===== config.mk =====
export PLATFORM = sky130hd
export DESIGN_NAME = cvr_regs
export DESIGN_NICKNAME = d
export VERILOG_FILES = /design/src/cvr_pkg.sv /design/src/cvr_sync2.sv /design/src/cvr_chan_level.sv /design/src/cvr_regs.sv
export SDC_FILE = /design/constraint.sdc
export NUM_CORES = 1
export LEC_CHECK = 0
export BUFFER_PORTS_ARGS = -buffer_cell sky130_fd_sc_hd__buf_2
export CAP_MARGIN = 10
export CORE_ASPECT_RATIO = 0.7
export CORE_MARGIN = 5
export CORE_UTILIZATION = 57
export DETAILED_ROUTE_END_ITERATION = 6
export HOLD_SLACK_MARGIN = 0.02
export PLACE_DENSITY = 0.86
export SETUP_SLACK_MARGIN = 0.2
export SLEW_MARGIN = 10
export SYNTH_ARGS = -nofsm -noshare
export SYNTH_HDL_FRONTEND = slang
export SYNTH_SLANG_ARGS = --single-unit

===== constraint.sdc =====
create_clock -name clk_i -period 4.04 [get_ports clk_i]
set_input_delay 0.202 -clock clk_i [delete_from_list [all_inputs] [get_ports clk_i]]
set_output_delay 0.202 -clock clk_i [all_outputs]
set_load 0.01 [all_outputs]

===== src/cvr_pkg.sv =====
/*
 Constants for the codec reset and output volume register bank: register
 indices, field positions, write masks, values after reset and bus states.
 Assumes a 32-bit classic Wishbone slave with 16-bit registers in the low
 half of each word, byte address equal to four times the register index.
*/
package cvr_pkg;

   // Register indices; the byte address is four times the index
   localparam logic [6:0] IDX_SOFT_RESET = 7'h00;
   localparam logic [6:0] IDX_MASTER = 7'h02;
   localparam logic [6:0] IDX_HEADPHONE = 7'h04;
   localparam logic [6:0] IDX_MONO = 7'h06;
   localparam logic [6:0] IDX_SERIAL_CFG = 7'h74;
   localparam logic [6:0] IDX_STICKY_PAGE = 7'h7c;

   // Values after reset
   localparam logic [15:0] RST_MASTER = 16'h8080;
   localparam logic [15:0] RST_HEADPHONE = 16'h8080;
   localparam logic [15:0] RST_MONO = 16'h8000;
   localparam logic [15:0] RST_SERIAL_CFG = 16'h0000;
   localparam logic [15:0] RST_STICKY_PAGE = 16'h0000;

   // Writable bits; everything else is reserved and reads as zero
   localparam logic [15:0] MASK_STEREO = 16'h9f9f;
   localparam logic [15:0] MASK_MONO = 16'h801f;
   localparam logic [15:0] MASK_SERIAL_CFG = 16'hff80;
   localparam logic [15:0] MASK_STICKY_PAGE = 16'hffff;

   // Volume register fields
   localparam int LEFT_MUTE_BIT = 15;
   localparam int LEFT_VOL_LSB = 8;
   localparam int RIGHT_MUTE_BIT = 7;
   localparam int RIGHT_VOL_LSB = 0;
   localparam int VOL_WIDTH = 5;

   // Capability word fields
   localparam int CAP_LSB = 0;
   localparam int CAP_WIDTH = 10;
   localparam int ENH_LSB = 10;
   localparam logic [4:0] ENHANCEMENT_CODE = 5'h00;

   // Serial configuration fields
   localparam int SIXTEEN_SLOT_SELECT_BIT = 15;
   localparam int LINK_MODE_LSB = 12;
   localparam int SPDIF_OVERRIDE_BIT = 11;
   localparam int SPDIF_SLOT_ALLOC_LSB = 9;
   localparam int SPDIF_ZERO_FILL_BIT = 8;
   localparam int SPDIF_LINK_BIT = 7;

   // Attenuation in half-decibel units: one volume step is 1.5 dB
   localparam int ATT_WIDTH = 7;
   localparam logic [ATT_WIDTH-1:0] STEP_HALF_DB = 7'h03;

   // Output channels: line L/R, surround L/R, center/LFE, headphone L/R, mono
   localparam int NUM_CHAN = 9;
   localparam int NUM_MASTER_CHAN = 6;
   localparam int CHAN_HP_LEFT = 6;
   localparam int CHAN_HP_RIGHT = 7;
   localparam int CHAN_MONO = 8;

   typedef enum logic [1:0] {
      BUS_IDLE = 2'b01,
      BUS_ACK = 2'b10
   } cvr_bus_state_type;

endpackage


===== src/cvr_sync2.sv =====
/*
 Two-stage synchroniser for a level arriving from outside the clock domain.
 Assumes the level is slow compared with clk_i; only the second stage is read.
*/
`timescale 1ns/100ps
module cvr_sync2 (
   // Clock and reset
   input wire logic clk_i,
   input wire logic rst_i,
   // Level in and out
   input wire logic async_i,
   output logic sync_o
);

   logic stage1;

   always_ff @(posedge clk_i) begin
      if (rst_i) begin
         stage1 <= 1'b1;
         sync_o <= 1'b1;
      end else begin
         stage1 <= async_i;
         sync_o <= stage1;
      end
   end

endmodule


===== src/cvr_chan_level.sv =====
/*
 Registered decode of one output channel's mute bit and 5-bit volume code
 into a mute level and an attenuation in half-decibel units.
 Assumes the inputs come from register flops on the same clock.
*/
`timescale 1ns/100ps
module cvr_chan_level
   import cvr_pkg::*;
(
   // Clock and reset
   input wire logic clk_i,
   input wire logic rst_i,
   // Register fields
   input wire logic mute_i,
   input wire logic [VOL_WIDTH-1:0] code_i,
   // Decoded level
   output logic mute_o,
   output logic [ATT_WIDTH-1:0] atten_o
);

   logic [ATT_WIDTH-1:0] next_atten;

   // Code zero is 0 dB, all ones is 46.5 dB down
   always_comb begin
      next_atten = ATT_WIDTH'(code_i) * STEP_HALF_DB; // RULE9
   end

   always_ff @(posedge clk_i) begin
      if (rst_i) begin
         mute_o <= 1'b1;
         atten_o <= '0;
      end else begin
         mute_o <= mute_i; // RULE9
         atten_o <= next_atten;
      end
   end

endmodule


===== src/cvr_regs.sv =====
/*
 Codec reset and output volume register bank behind a classic Wishbone slave.
 Holds the soft reset / capability word, master, headphone and mono volume,
 a serial configuration word and a sticky page word, and drives the decoded
 mute and attenuation of each analog output.
 Assumes rst_i is the power-on reset on clk_i and hw_reset_n_i is the
 asynchronous external hardware reset pin.
*/
// Design decision made here: the Wishbone interface to the registers.
// Behaviour
// RULE1: any write to index 0x00 returns registers to defaults, with exceptions
// RULE2: soft reset leaves serial configuration link and S/PDIF bits unchanged
// RULE3: serial configuration clears only on the external hardware reset; the code also clears it on power-on reset rst_i
// RULE4: sticky page word survives soft and hardware resets; power-on clears it
// RULE5: reset register reads capability in 9:0, enhancement code in 14:10
// RULE6: capability bits are read-only, each flagging one feature
// RULE7: enhancement code is read-only and reads as zero
// RULE8: master volume drives line, surround and center/LFE outputs together
// RULE9: volume code steps 1.5 dB from 0 to -46.5 dB; mute overrides
// RULE10: headphone register holds independent left/right volume and mute
// RULE11: mono register has volume 4:0, mute 15, resets muted at 0 dB
// RULE12: per-output fine control belongs to DAC volume registers elsewhere
// RULE13: reserved volume bits ignore writes and read as zero
`timescale 1ns/100ps
module cvr_regs
   import cvr_pkg::*;
#(
   // Arbitrary neutral value; identifies feature set only
   parameter logic [CAP_WIDTH-1:0] CAPABILITY = 10'h010
)
(
   // Clock and power-on reset
   input wire logic clk_i,
   input wire logic rst_i,
   // External hardware reset pin
   input wire logic hw_reset_n_i,
   // Wishbone slave
   input wire logic wb_cyc_i,
   input wire logic wb_stb_i,
   input wire logic wb_we_i,
   input wire logic [8:0] wb_adr_i,
   input wire logic [3:0] wb_sel_i,
   input wire logic [31:0] wb_dat_i,
   output logic [31:0] wb_dat_o,
   output logic wb_ack_o,
   // Serial link configuration
   output logic [15:0] serial_config_o,
   // Decoded output levels
   output logic [NUM_CHAN-1:0] chan_mute_o,
   output logic [NUM_CHAN-1:0][ATT_WIDTH-1:0] chan_atten_o
);

   cvr_bus_state_type bus_state;
   cvr_bus_state_type next_bus_state;
   logic hw_reset_n_sync;
   logic hw_reset;
   logic [6:0] index;
   logic write_take;
   logic soft_reset;
   logic [15:0] lane_mask;
   logic [15:0] master_vol;
   logic [15:0] headphone_vol;
   logic [15:0] mono_vol;
   logic [15:0] sticky_page;
   logic [15:0] next_read;
   logic [15:0] capability_word;
   logic [NUM_CHAN-1:0] chan_mute_src;
   logic [NUM_CHAN-1:0][VOL_WIDTH-1:0] chan_code_src;

   // Pin reset passes two flops before use
   cvr_sync2 u_hw_reset_sync (
      .clk_i(clk_i),
      .rst_i(rst_i),
      .async_i(hw_reset_n_i),
      .sync_o(hw_reset_n_sync)
   );

   assign hw_reset = ~hw_reset_n_sync;
   assign index = wb_adr_i[8:2];
   assign lane_mask = {{8{wb_sel_i[1]}}, {8{wb_sel_i[0]}}};

   // Write takes effect at the edge where ack is high
   assign write_take = wb_cyc_i & wb_stb_i & wb_we_i & wb_ack_o;
   assign soft_reset = write_take && (index == IDX_SOFT_RESET); // RULE1

   // Capability and enhancement code are constants, never stored
   assign capability_word = {1'b0, ENHANCEMENT_CODE, CAPABILITY}; // RULE5 RULE6 RULE7

   // Bus handshake: answer one cycle after the request, then drop ack
   always_comb begin
      next_bus_state = bus_state;
      unique case (bus_state)
         BUS_IDLE: begin
            if (wb_cyc_i && wb_stb_i) begin
               next_bus_state = BUS_ACK;
            end
         end
         BUS_ACK: begin
            next_bus_state = BUS_IDLE;
         end
         default: begin
            next_bus_state = BUS_IDLE;
         end
      endcase
   end

   always_ff @(posedge clk_i) begin
      if (rst_i) begin
         bus_state <= BUS_IDLE;
         wb_ack_o <= 1'b0;
      end else begin
         bus_state <= next_bus_state;
         wb_ack_o <= (next_bus_state == BUS_ACK);
      end
   end

   // Read multiplexer; unmapped indices read zero
   always_comb begin
      unique case (index)
         IDX_SOFT_RESET: next_read = capability_word; // RULE5
         IDX_MASTER: next_read = master_vol;
         IDX_HEADPHONE: next_read = headphone_vol;
         IDX_MONO: next_read = mono_vol;
         IDX_SERIAL_CFG: next_read = serial_config_o;
         IDX_STICKY_PAGE: next_read = sticky_page;
         default: next_read = 16'h0000;
      endcase
   end

   always_ff @(posedge clk_i) begin
      if (rst_i) begin
         wb_dat_o <= 32'h0000_0000;
      end else if (wb_cyc_i && wb_stb_i && !wb_we_i && !wb_ack_o) begin
         wb_dat_o <= {16'h0000, next_read};
      end
   end

   // Master volume: loaded with its muted default by every kind of reset
   always_ff @(posedge clk_i) begin
      if (rst_i || hw_reset || soft_reset) begin // RULE1
         master_vol <= RST_MASTER;
      end else if (write_take && index == IDX_MASTER) begin
         master_vol <= (master_vol & ~lane_mask)
                     | (wb_dat_i[15:0] & lane_mask & MASK_STEREO); // RULE13
      end
   end

   // Headphone volume: own left/right fields
   always_ff @(posedge clk_i) begin
      if (rst_i || hw_reset || soft_reset) begin // RULE1
         headphone_vol <= RST_HEADPHONE;
      end else if (write_take && index == IDX_HEADPHONE) begin
         headphone_vol <= (headphone_vol & ~lane_mask)
                        | (wb_dat_i[15:0] & lane_mask & MASK_STEREO); // RULE10 RULE13
      end
   end

   // Mono volume: muted at 0 dB after reset
   always_ff @(posedge clk_i) begin
      if (rst_i || hw_reset || soft_reset) begin
         mono_vol <= RST_MONO; // RULE11
      end else if (write_take && index == IDX_MONO) begin
         mono_vol <= (mono_vol & ~lane_mask)
                   | (wb_dat_i[15:0] & lane_mask & MASK_MONO); // RULE11 RULE13
      end
   end

   // Serial configuration: soft reset is ignored here
   always_ff @(posedge clk_i) begin
      if (rst_i || hw_reset) begin // RULE2 RULE3
         serial_config_o <= RST_SERIAL_CFG;
      end else if (write_take && index == IDX_SERIAL_CFG) begin
         serial_config_o <= (serial_config_o & ~lane_mask)
                          | (wb_dat_i[15:0] & lane_mask & MASK_SERIAL_CFG);
      end
   end

   // Sticky page word: only power-on reset clears it
   always_ff @(posedge clk_i) begin
      if (rst_i) begin // RULE4
         sticky_page <= RST_STICKY_PAGE;
      end else if (write_take && index == IDX_STICKY_PAGE) begin
         sticky_page <= (sticky_page & ~lane_mask)
                      | (wb_dat_i[15:0] & lane_mask & MASK_STICKY_PAGE);
      end
   end

   // Source fields per channel; fine trims live in the DAC registers
   always_comb begin
      for (int c = 0; c < NUM_MASTER_CHAN; c++) begin
         if (c % 2 == 0) begin
            chan_mute_src[c] = master_vol[LEFT_MUTE_BIT]; // RULE8 RULE12
            chan_code_src[c] = master_vol[LEFT_VOL_LSB +: VOL_WIDTH];
         end else begin
            chan_mute_src[c] = master_vol[RIGHT_MUTE_BIT]; // RULE8
            chan_code_src[c] = master_vol[RIGHT_VOL_LSB +: VOL_WIDTH];
         end
      end
      chan_mute_src[CHAN_HP_LEFT] = headphone_vol[LEFT_MUTE_BIT]; // RULE10
      chan_code_src[CHAN_HP_LEFT] = headphone_vol[LEFT_VOL_LSB +: VOL_WIDTH];
      chan_mute_src[CHAN_HP_RIGHT] = headphone_vol[RIGHT_MUTE_BIT];
      chan_code_src[CHAN_HP_RIGHT] = headphone_vol[RIGHT_VOL_LSB +: VOL_WIDTH];
      chan_mute_src[CHAN_MONO] = mono_vol[LEFT_MUTE_BIT]; // RULE11
      chan_code_src[CHAN_MONO] = mono_vol[RIGHT_VOL_LSB +: VOL_WIDTH];
   end

   // One registered decoder per output channel
   generate
      for (genvar g = 0; g < NUM_CHAN; g++) begin : g_chan
         cvr_chan_level u_level (
            .clk_i(clk_i),
            .rst_i(rst_i),
            .mute_i(chan_mute_src[g]),
            .code_i(chan_code_src[g]),
            .mute_o(chan_mute_o[g]),
            .atten_o(chan_atten_o[g])
         );
      end
   endgenerate
endmodule


Word-level counts from Yosys, hierarchy flattened
Index checks and enable logic that the tools add are counted.
- muxes and demuxes: 3
- equal/unequal tests: 7
- div/mod/pow operators: 0
- order comparisons: 0
- reductions and logical operators: 14
- shifts and indexed selects: 0
- add/subtract/negate cells: 0
- multipliers: 5
- bitwise operators: 16
- operators by type and width (kind ; count):
    16-bit AND ; 6
    16-bit case mux with 6 select lines ; 1
    16-bit bitwise OR ; 5
    5-bit by 2-bit multiplier with 7-bit output (second input constant) ; 5
    16-bit inverter ; 1
    7-bit by 3-bit == test with 1-bit output (second input constant) ; 2
    7-bit == test (second input constant) ; 2
    1-bit logical AND ; 9
    7-bit by 2-bit == test with 1-bit output (second input constant) ; 1
    7-bit logical NOT ; 1
    2-bit two-way mux ; 2
    1-bit AND ; 3
    2-bit by 1-bit == test with 1-bit output (second input constant) ; 1
    2-bit == test (second input constant) ; 1
    1-bit logical NOT ; 2
    1-bit logical OR ; 2
    1-bit inverter ; 1
- memories kept: 0
- output and inout port bits: 121
- ROM bits: 0
- latch bits: 0
- register bits: 141
- memory bits (writable): 0

Depth between registers and ports, before layout
- word-level depth: 5
- gate-level depth with buffers: 7
- depth with buffers taken out: 7

By module
A second synthesis with hierarchy kept.
- cell total of the unflattened synthesis: 815
- area, all modules: 8284.2 sq um
- by module, submodules not included (module ; instances ; area an instance (sq um) ; cells an instance):
    cvr_regs ; 1 ; 4324.1 ; 451
    cvr_chan_level ; 9 ; 434.2 ; 40
    cvr_sync2 ; 1 ; 52.6 ; 4

Least setup slack after synthesis
Ideal clock, no wire load.
- path kind: flip-flop to flip-flop
- start: reg wb_ack_o
- end: reg (tool-made name)
- arrival: 1.506 ns
- path buffers: 1
- library setup time: 0.128 ns
- period minus slack after synthesis: 1.634 ns
- cell stages (with the launch flop): 6
- setup slack: 2.406 ns
- cells stage by stage: dfxtp_1 and4_1 buf_4 nand4_2 mux2i_1 nor2_1
- RTL lines (element ; RTL line ; text):
    start: declaration ; cvr_regs.sv:45 ; output logic wb_ack_o,
    start signal: assignment ; cvr_regs.sv:113 ; wb_ack_o <= (next_bus_state == BUS_ACK);

==> results.cfg <==
[synth]
synth-seq-area-share_pct = 44.2
dominantRegCellSynth = sky130_fd_sc_hd__dfxtp_1
netlist.top_cell.by_area = sky130_fd_sc_hd__dfxtp_1
postSynthAreaPerCell_sq_um = 10.4
yosysUniqueCellTypes = 57
mappedNetlistArea_sq_um = 6380
ys.warnings.count = 0
synth.top_cells.by_area = sky130_fd_sc_hd__dfxtp_1 44%, sky130_fd_sc_hd__mux2i_1 9.4%, sky130_fd_sc_hd__buf_4 6.5%, sky130_fd_sc_hd__ha_1 5.9%, sky130_fd_sc_hd__nor2_1 4.4%
share_of_flip_flops_with_an_asynchronous_set_or_reset_pct = 0
synthCells = 615
synth_top_area_share_pct = 44.2
post_synthesis_register_bit_count = 141
synth_enable_flop_cells = 0

[worst_setup_path]
critical_path.startpoint_type = flop
setup.worst_path.start = wb_ack_o
maximum_fanout_count_along_the_critical_path = 13
reg2reg_from = wb_ack_o
cp-end-kind = flop
r2r.worst_path.cells = 4
worst_ep_arrival_time_ns = 2.48
critical_path_class = reg2reg
regToRegSetupSlack_ns = 1.85
data_required_time_of_the_critical_path_ns = 4.33

[cells_and_area]
stdcell_area_sq_um = 7340
post-route-util_pct = 66.9
fin_nets = 793
final_layout_size_suffix_gt1_share_pct = 29.0
area_growth_pct = 15.1
n_antenna_cell = 0

[min_path]
min-delay-start = wb_dat_i[5]
holdCritPathClass = in2reg

[clock_tree]
clk_root_buffer_cell = sky130_fd_sc_hd__clkbuf_16
cts.repair.resized = 0
tritoncts = done
path_clk_slew_ns = 0.06
worst_skew_pair.late_latency_ns = 0.42
cts.sink_count = 141
cts-buffers-inserted = 17
clockBufferDepth = 2
cts_max_level = 4

[timing]
max_freq_ghz = 0.456
holdWs_ns = 0.0485
timing.final.crit_share_pct = 54.3
finalSetupViolations = 0
layout_min_cycle_time_ns = 2.19
finalHoldViolations = 0
max_slew.worst_pin.slew_ns = 0.975
finalClockSkew_ns = 0.00818
timing.max_slew.rel_slack_pct = 34.8
timing.final.ws_setup_ns = 1.85
finalSetupTns_ns = 0
rsz_0062_raised_after_global_routing = false
slew_viol_final = 0

[drt]
route.met2.wl_microns = 7160
drtPass1Iterations = 7
detail_route.vias_per_cell = 5.59
ant_nets = 0
drt_drc_violations_left = 0
detail_route.wirelength_microns = 15700
post_drt_wl_per_cell_microns = 18.0
top_signal_layer_used = met4
vias = 4881
met3_wirelength_microns = 1500
met1Wirelength_microns = 6770
drt_iter0_drc = 368

[floorplanning]
fp.coreArea_sq_um = 11000
ios = 172
floorplan.initialDensity_pct = 58.2
fp.dieW_microns = 136
die_area_sq_um = 13400
die_height_microns = 98.5
row_count = 32

[placement]
routabilityCongestion = 0.880
io_buffer_count = 135
post_dp_cell_area_sq_um = 6760
hpwl_microns = 11200
worst_setup_slack_after_placement_ns = 1.67

[global_routing]
grt_start_max_net_pins = 39
grt_remaining_overflow = 0
grt_pass1_wl_microns = 25100
tot_gr_track_use_pct = 23.9
initial_antenna_violation_count = 0
via_count_of_the_first_global_routing_pass = 4823

[job]
cap_violations = 0

[status]
run_status = complete, no violations

[power_and_ir_drop]
power_density_nw_per_um2 = 411
power_leakage_uw = 0.00376
vdd.ir_drop.worst_uv = 294
critical path, cell delays in order, from the launching register on:
cell	delay (ns)
sky130_fd_sc_hd__dfxtp_1	0.41
sky130_fd_sc_hd__and4_1	0.72
sky130_fd_sc_hd__nand4_2	0.54
sky130_fd_sc_hd__mux2i_1	0.31
sky130_fd_sc_hd__nor2_1	0.07
how the worst min path moves through the flow:
| stage | end | cells after the start |
|---|---|---|
| after floorplan | u_hw_reset_sync.stage1 | 1 |
| after global placement | u_hw_reset_sync.sync_o | 1 |
| after detailed placement | u_hw_reset_sync.sync_o | 1 |
| after CTS | flop | 3 |
| after global routing | flop | 3 |
| final | flop | 3 |
cells in the final DEF, fill, tap and decap left out, types with 6 or more instances in the layout:
cell	instances
sky130_fd_sc_hd__a21o_1	6
sky130_fd_sc_hd__a21oi_1	12
sky130_fd_sc_hd__a222oi_1	11
sky130_fd_sc_hd__a32oi_1	14
sky130_fd_sc_hd__and2_1	15
sky130_fd_sc_hd__and3_2	6
sky130_fd_sc_hd__buf_2	135
sky130_fd_sc_hd__clkbuf_16	17
sky130_fd_sc_hd__conb_1	16
sky130_fd_sc_hd__dfxtp_1	141
sky130_fd_sc_hd__ha_1	30
sky130_fd_sc_hd__inv_1	17
sky130_fd_sc_hd__mux2_2	11
sky130_fd_sc_hd__mux2i_1	60
sky130_fd_sc_hd__nand2_1	9
sky130_fd_sc_hd__nand4_2	8
sky130_fd_sc_hd__nor2_1	75
sky130_fd_sc_hd__nor2b_1	16
sky130_fd_sc_hd__nor3_1	9
sky130_fd_sc_hd__o21ai_0	11
sky130_fd_sc_hd__o21ai_1	8
sky130_fd_sc_hd__or2_2	7
sky130_fd_sc_hd__xnor2_1	6
sky130_fd_sc_hd__xor2_1	7
synthesized netlist by cell type (all sizes together), types with 2 or more instances:
master / instances
o21bai: 4
mux2: 11
dfxtp: 141
xor2: 7
a32oi: 14
a21oi: 12
nand2b: 4
nor2: 75
a222oi: 11
nor2b: 16
a211oi: 2
o21ai: 20
a221oi: 3
nor3: 11
nand2: 9
clkbuf: 11
nor4b: 4
and2: 15
mux2i: 60
buf: 69
xnor2: 6
or3: 2
nand3: 2
a21o: 6
nand4: 10
a31oi: 2
fa: 5
inv: 17
a22oi: 2
o21a: 2
a22o: 2
or2: 7
and3: 12
ha: 30
report_power, final:
group	leakage [uW]	switching (uW)	internal, uW
sequential	0.00114	1.46	1390
clock	0.000267	602	913
combinational	0.00236	76.8	28.6
metal layers:
layer,global-route usage (%),up-vias
li1,-,2274
met1,31.8,2334
met2,37.0,242
met3,6.89,31
met4,8.75,0
met5,0,-
what timing repair did:
action | CTS | global route
hold endpoints to repair | 1 | 0
buffers inserted | 0 | 0
hold buffers | 1 | 0
area by class of cell:
type                    instances  area, sq um
well taps                     153          191
clock inverters                12          139
clock buffers                  20          437
multi-input cells             392         2990
inverters                      17         63.8
repair buffers                138          701
flip-flops and latches        141         2820
fillers                       845         3630
per-stage QoR:
step / total power (uW) / std cells
2_1_floorplan: 1500 / 630
3_3_place_gp: 1520 / 840
3_5_place_dp: 1530 / 840
4_1_cts: 3030 / 873
5_1_grt: 3110 / 873
6_report: 3020 / 873
cell families after synthesis:
| kind of cell | after synthesis | share of synthesized area [%] |
|---|---|---|
| AOI/OAI and AO/OA | 81 | 9.49 |
| DFF | 141 | 44.2 |
| xor gates and xnor gates | 13 | 1.78 |
| and+or+nand+nor | 176 | 15.8 |
| muxes | 71 | 11.4 |
| other | 1 | 0.0588 |
| adders and majority gates | 35 | 7.45 |
| buffers and inverters | 97 | 9.79 |
No activity file was read; power rests on OpenSTA's default activity.
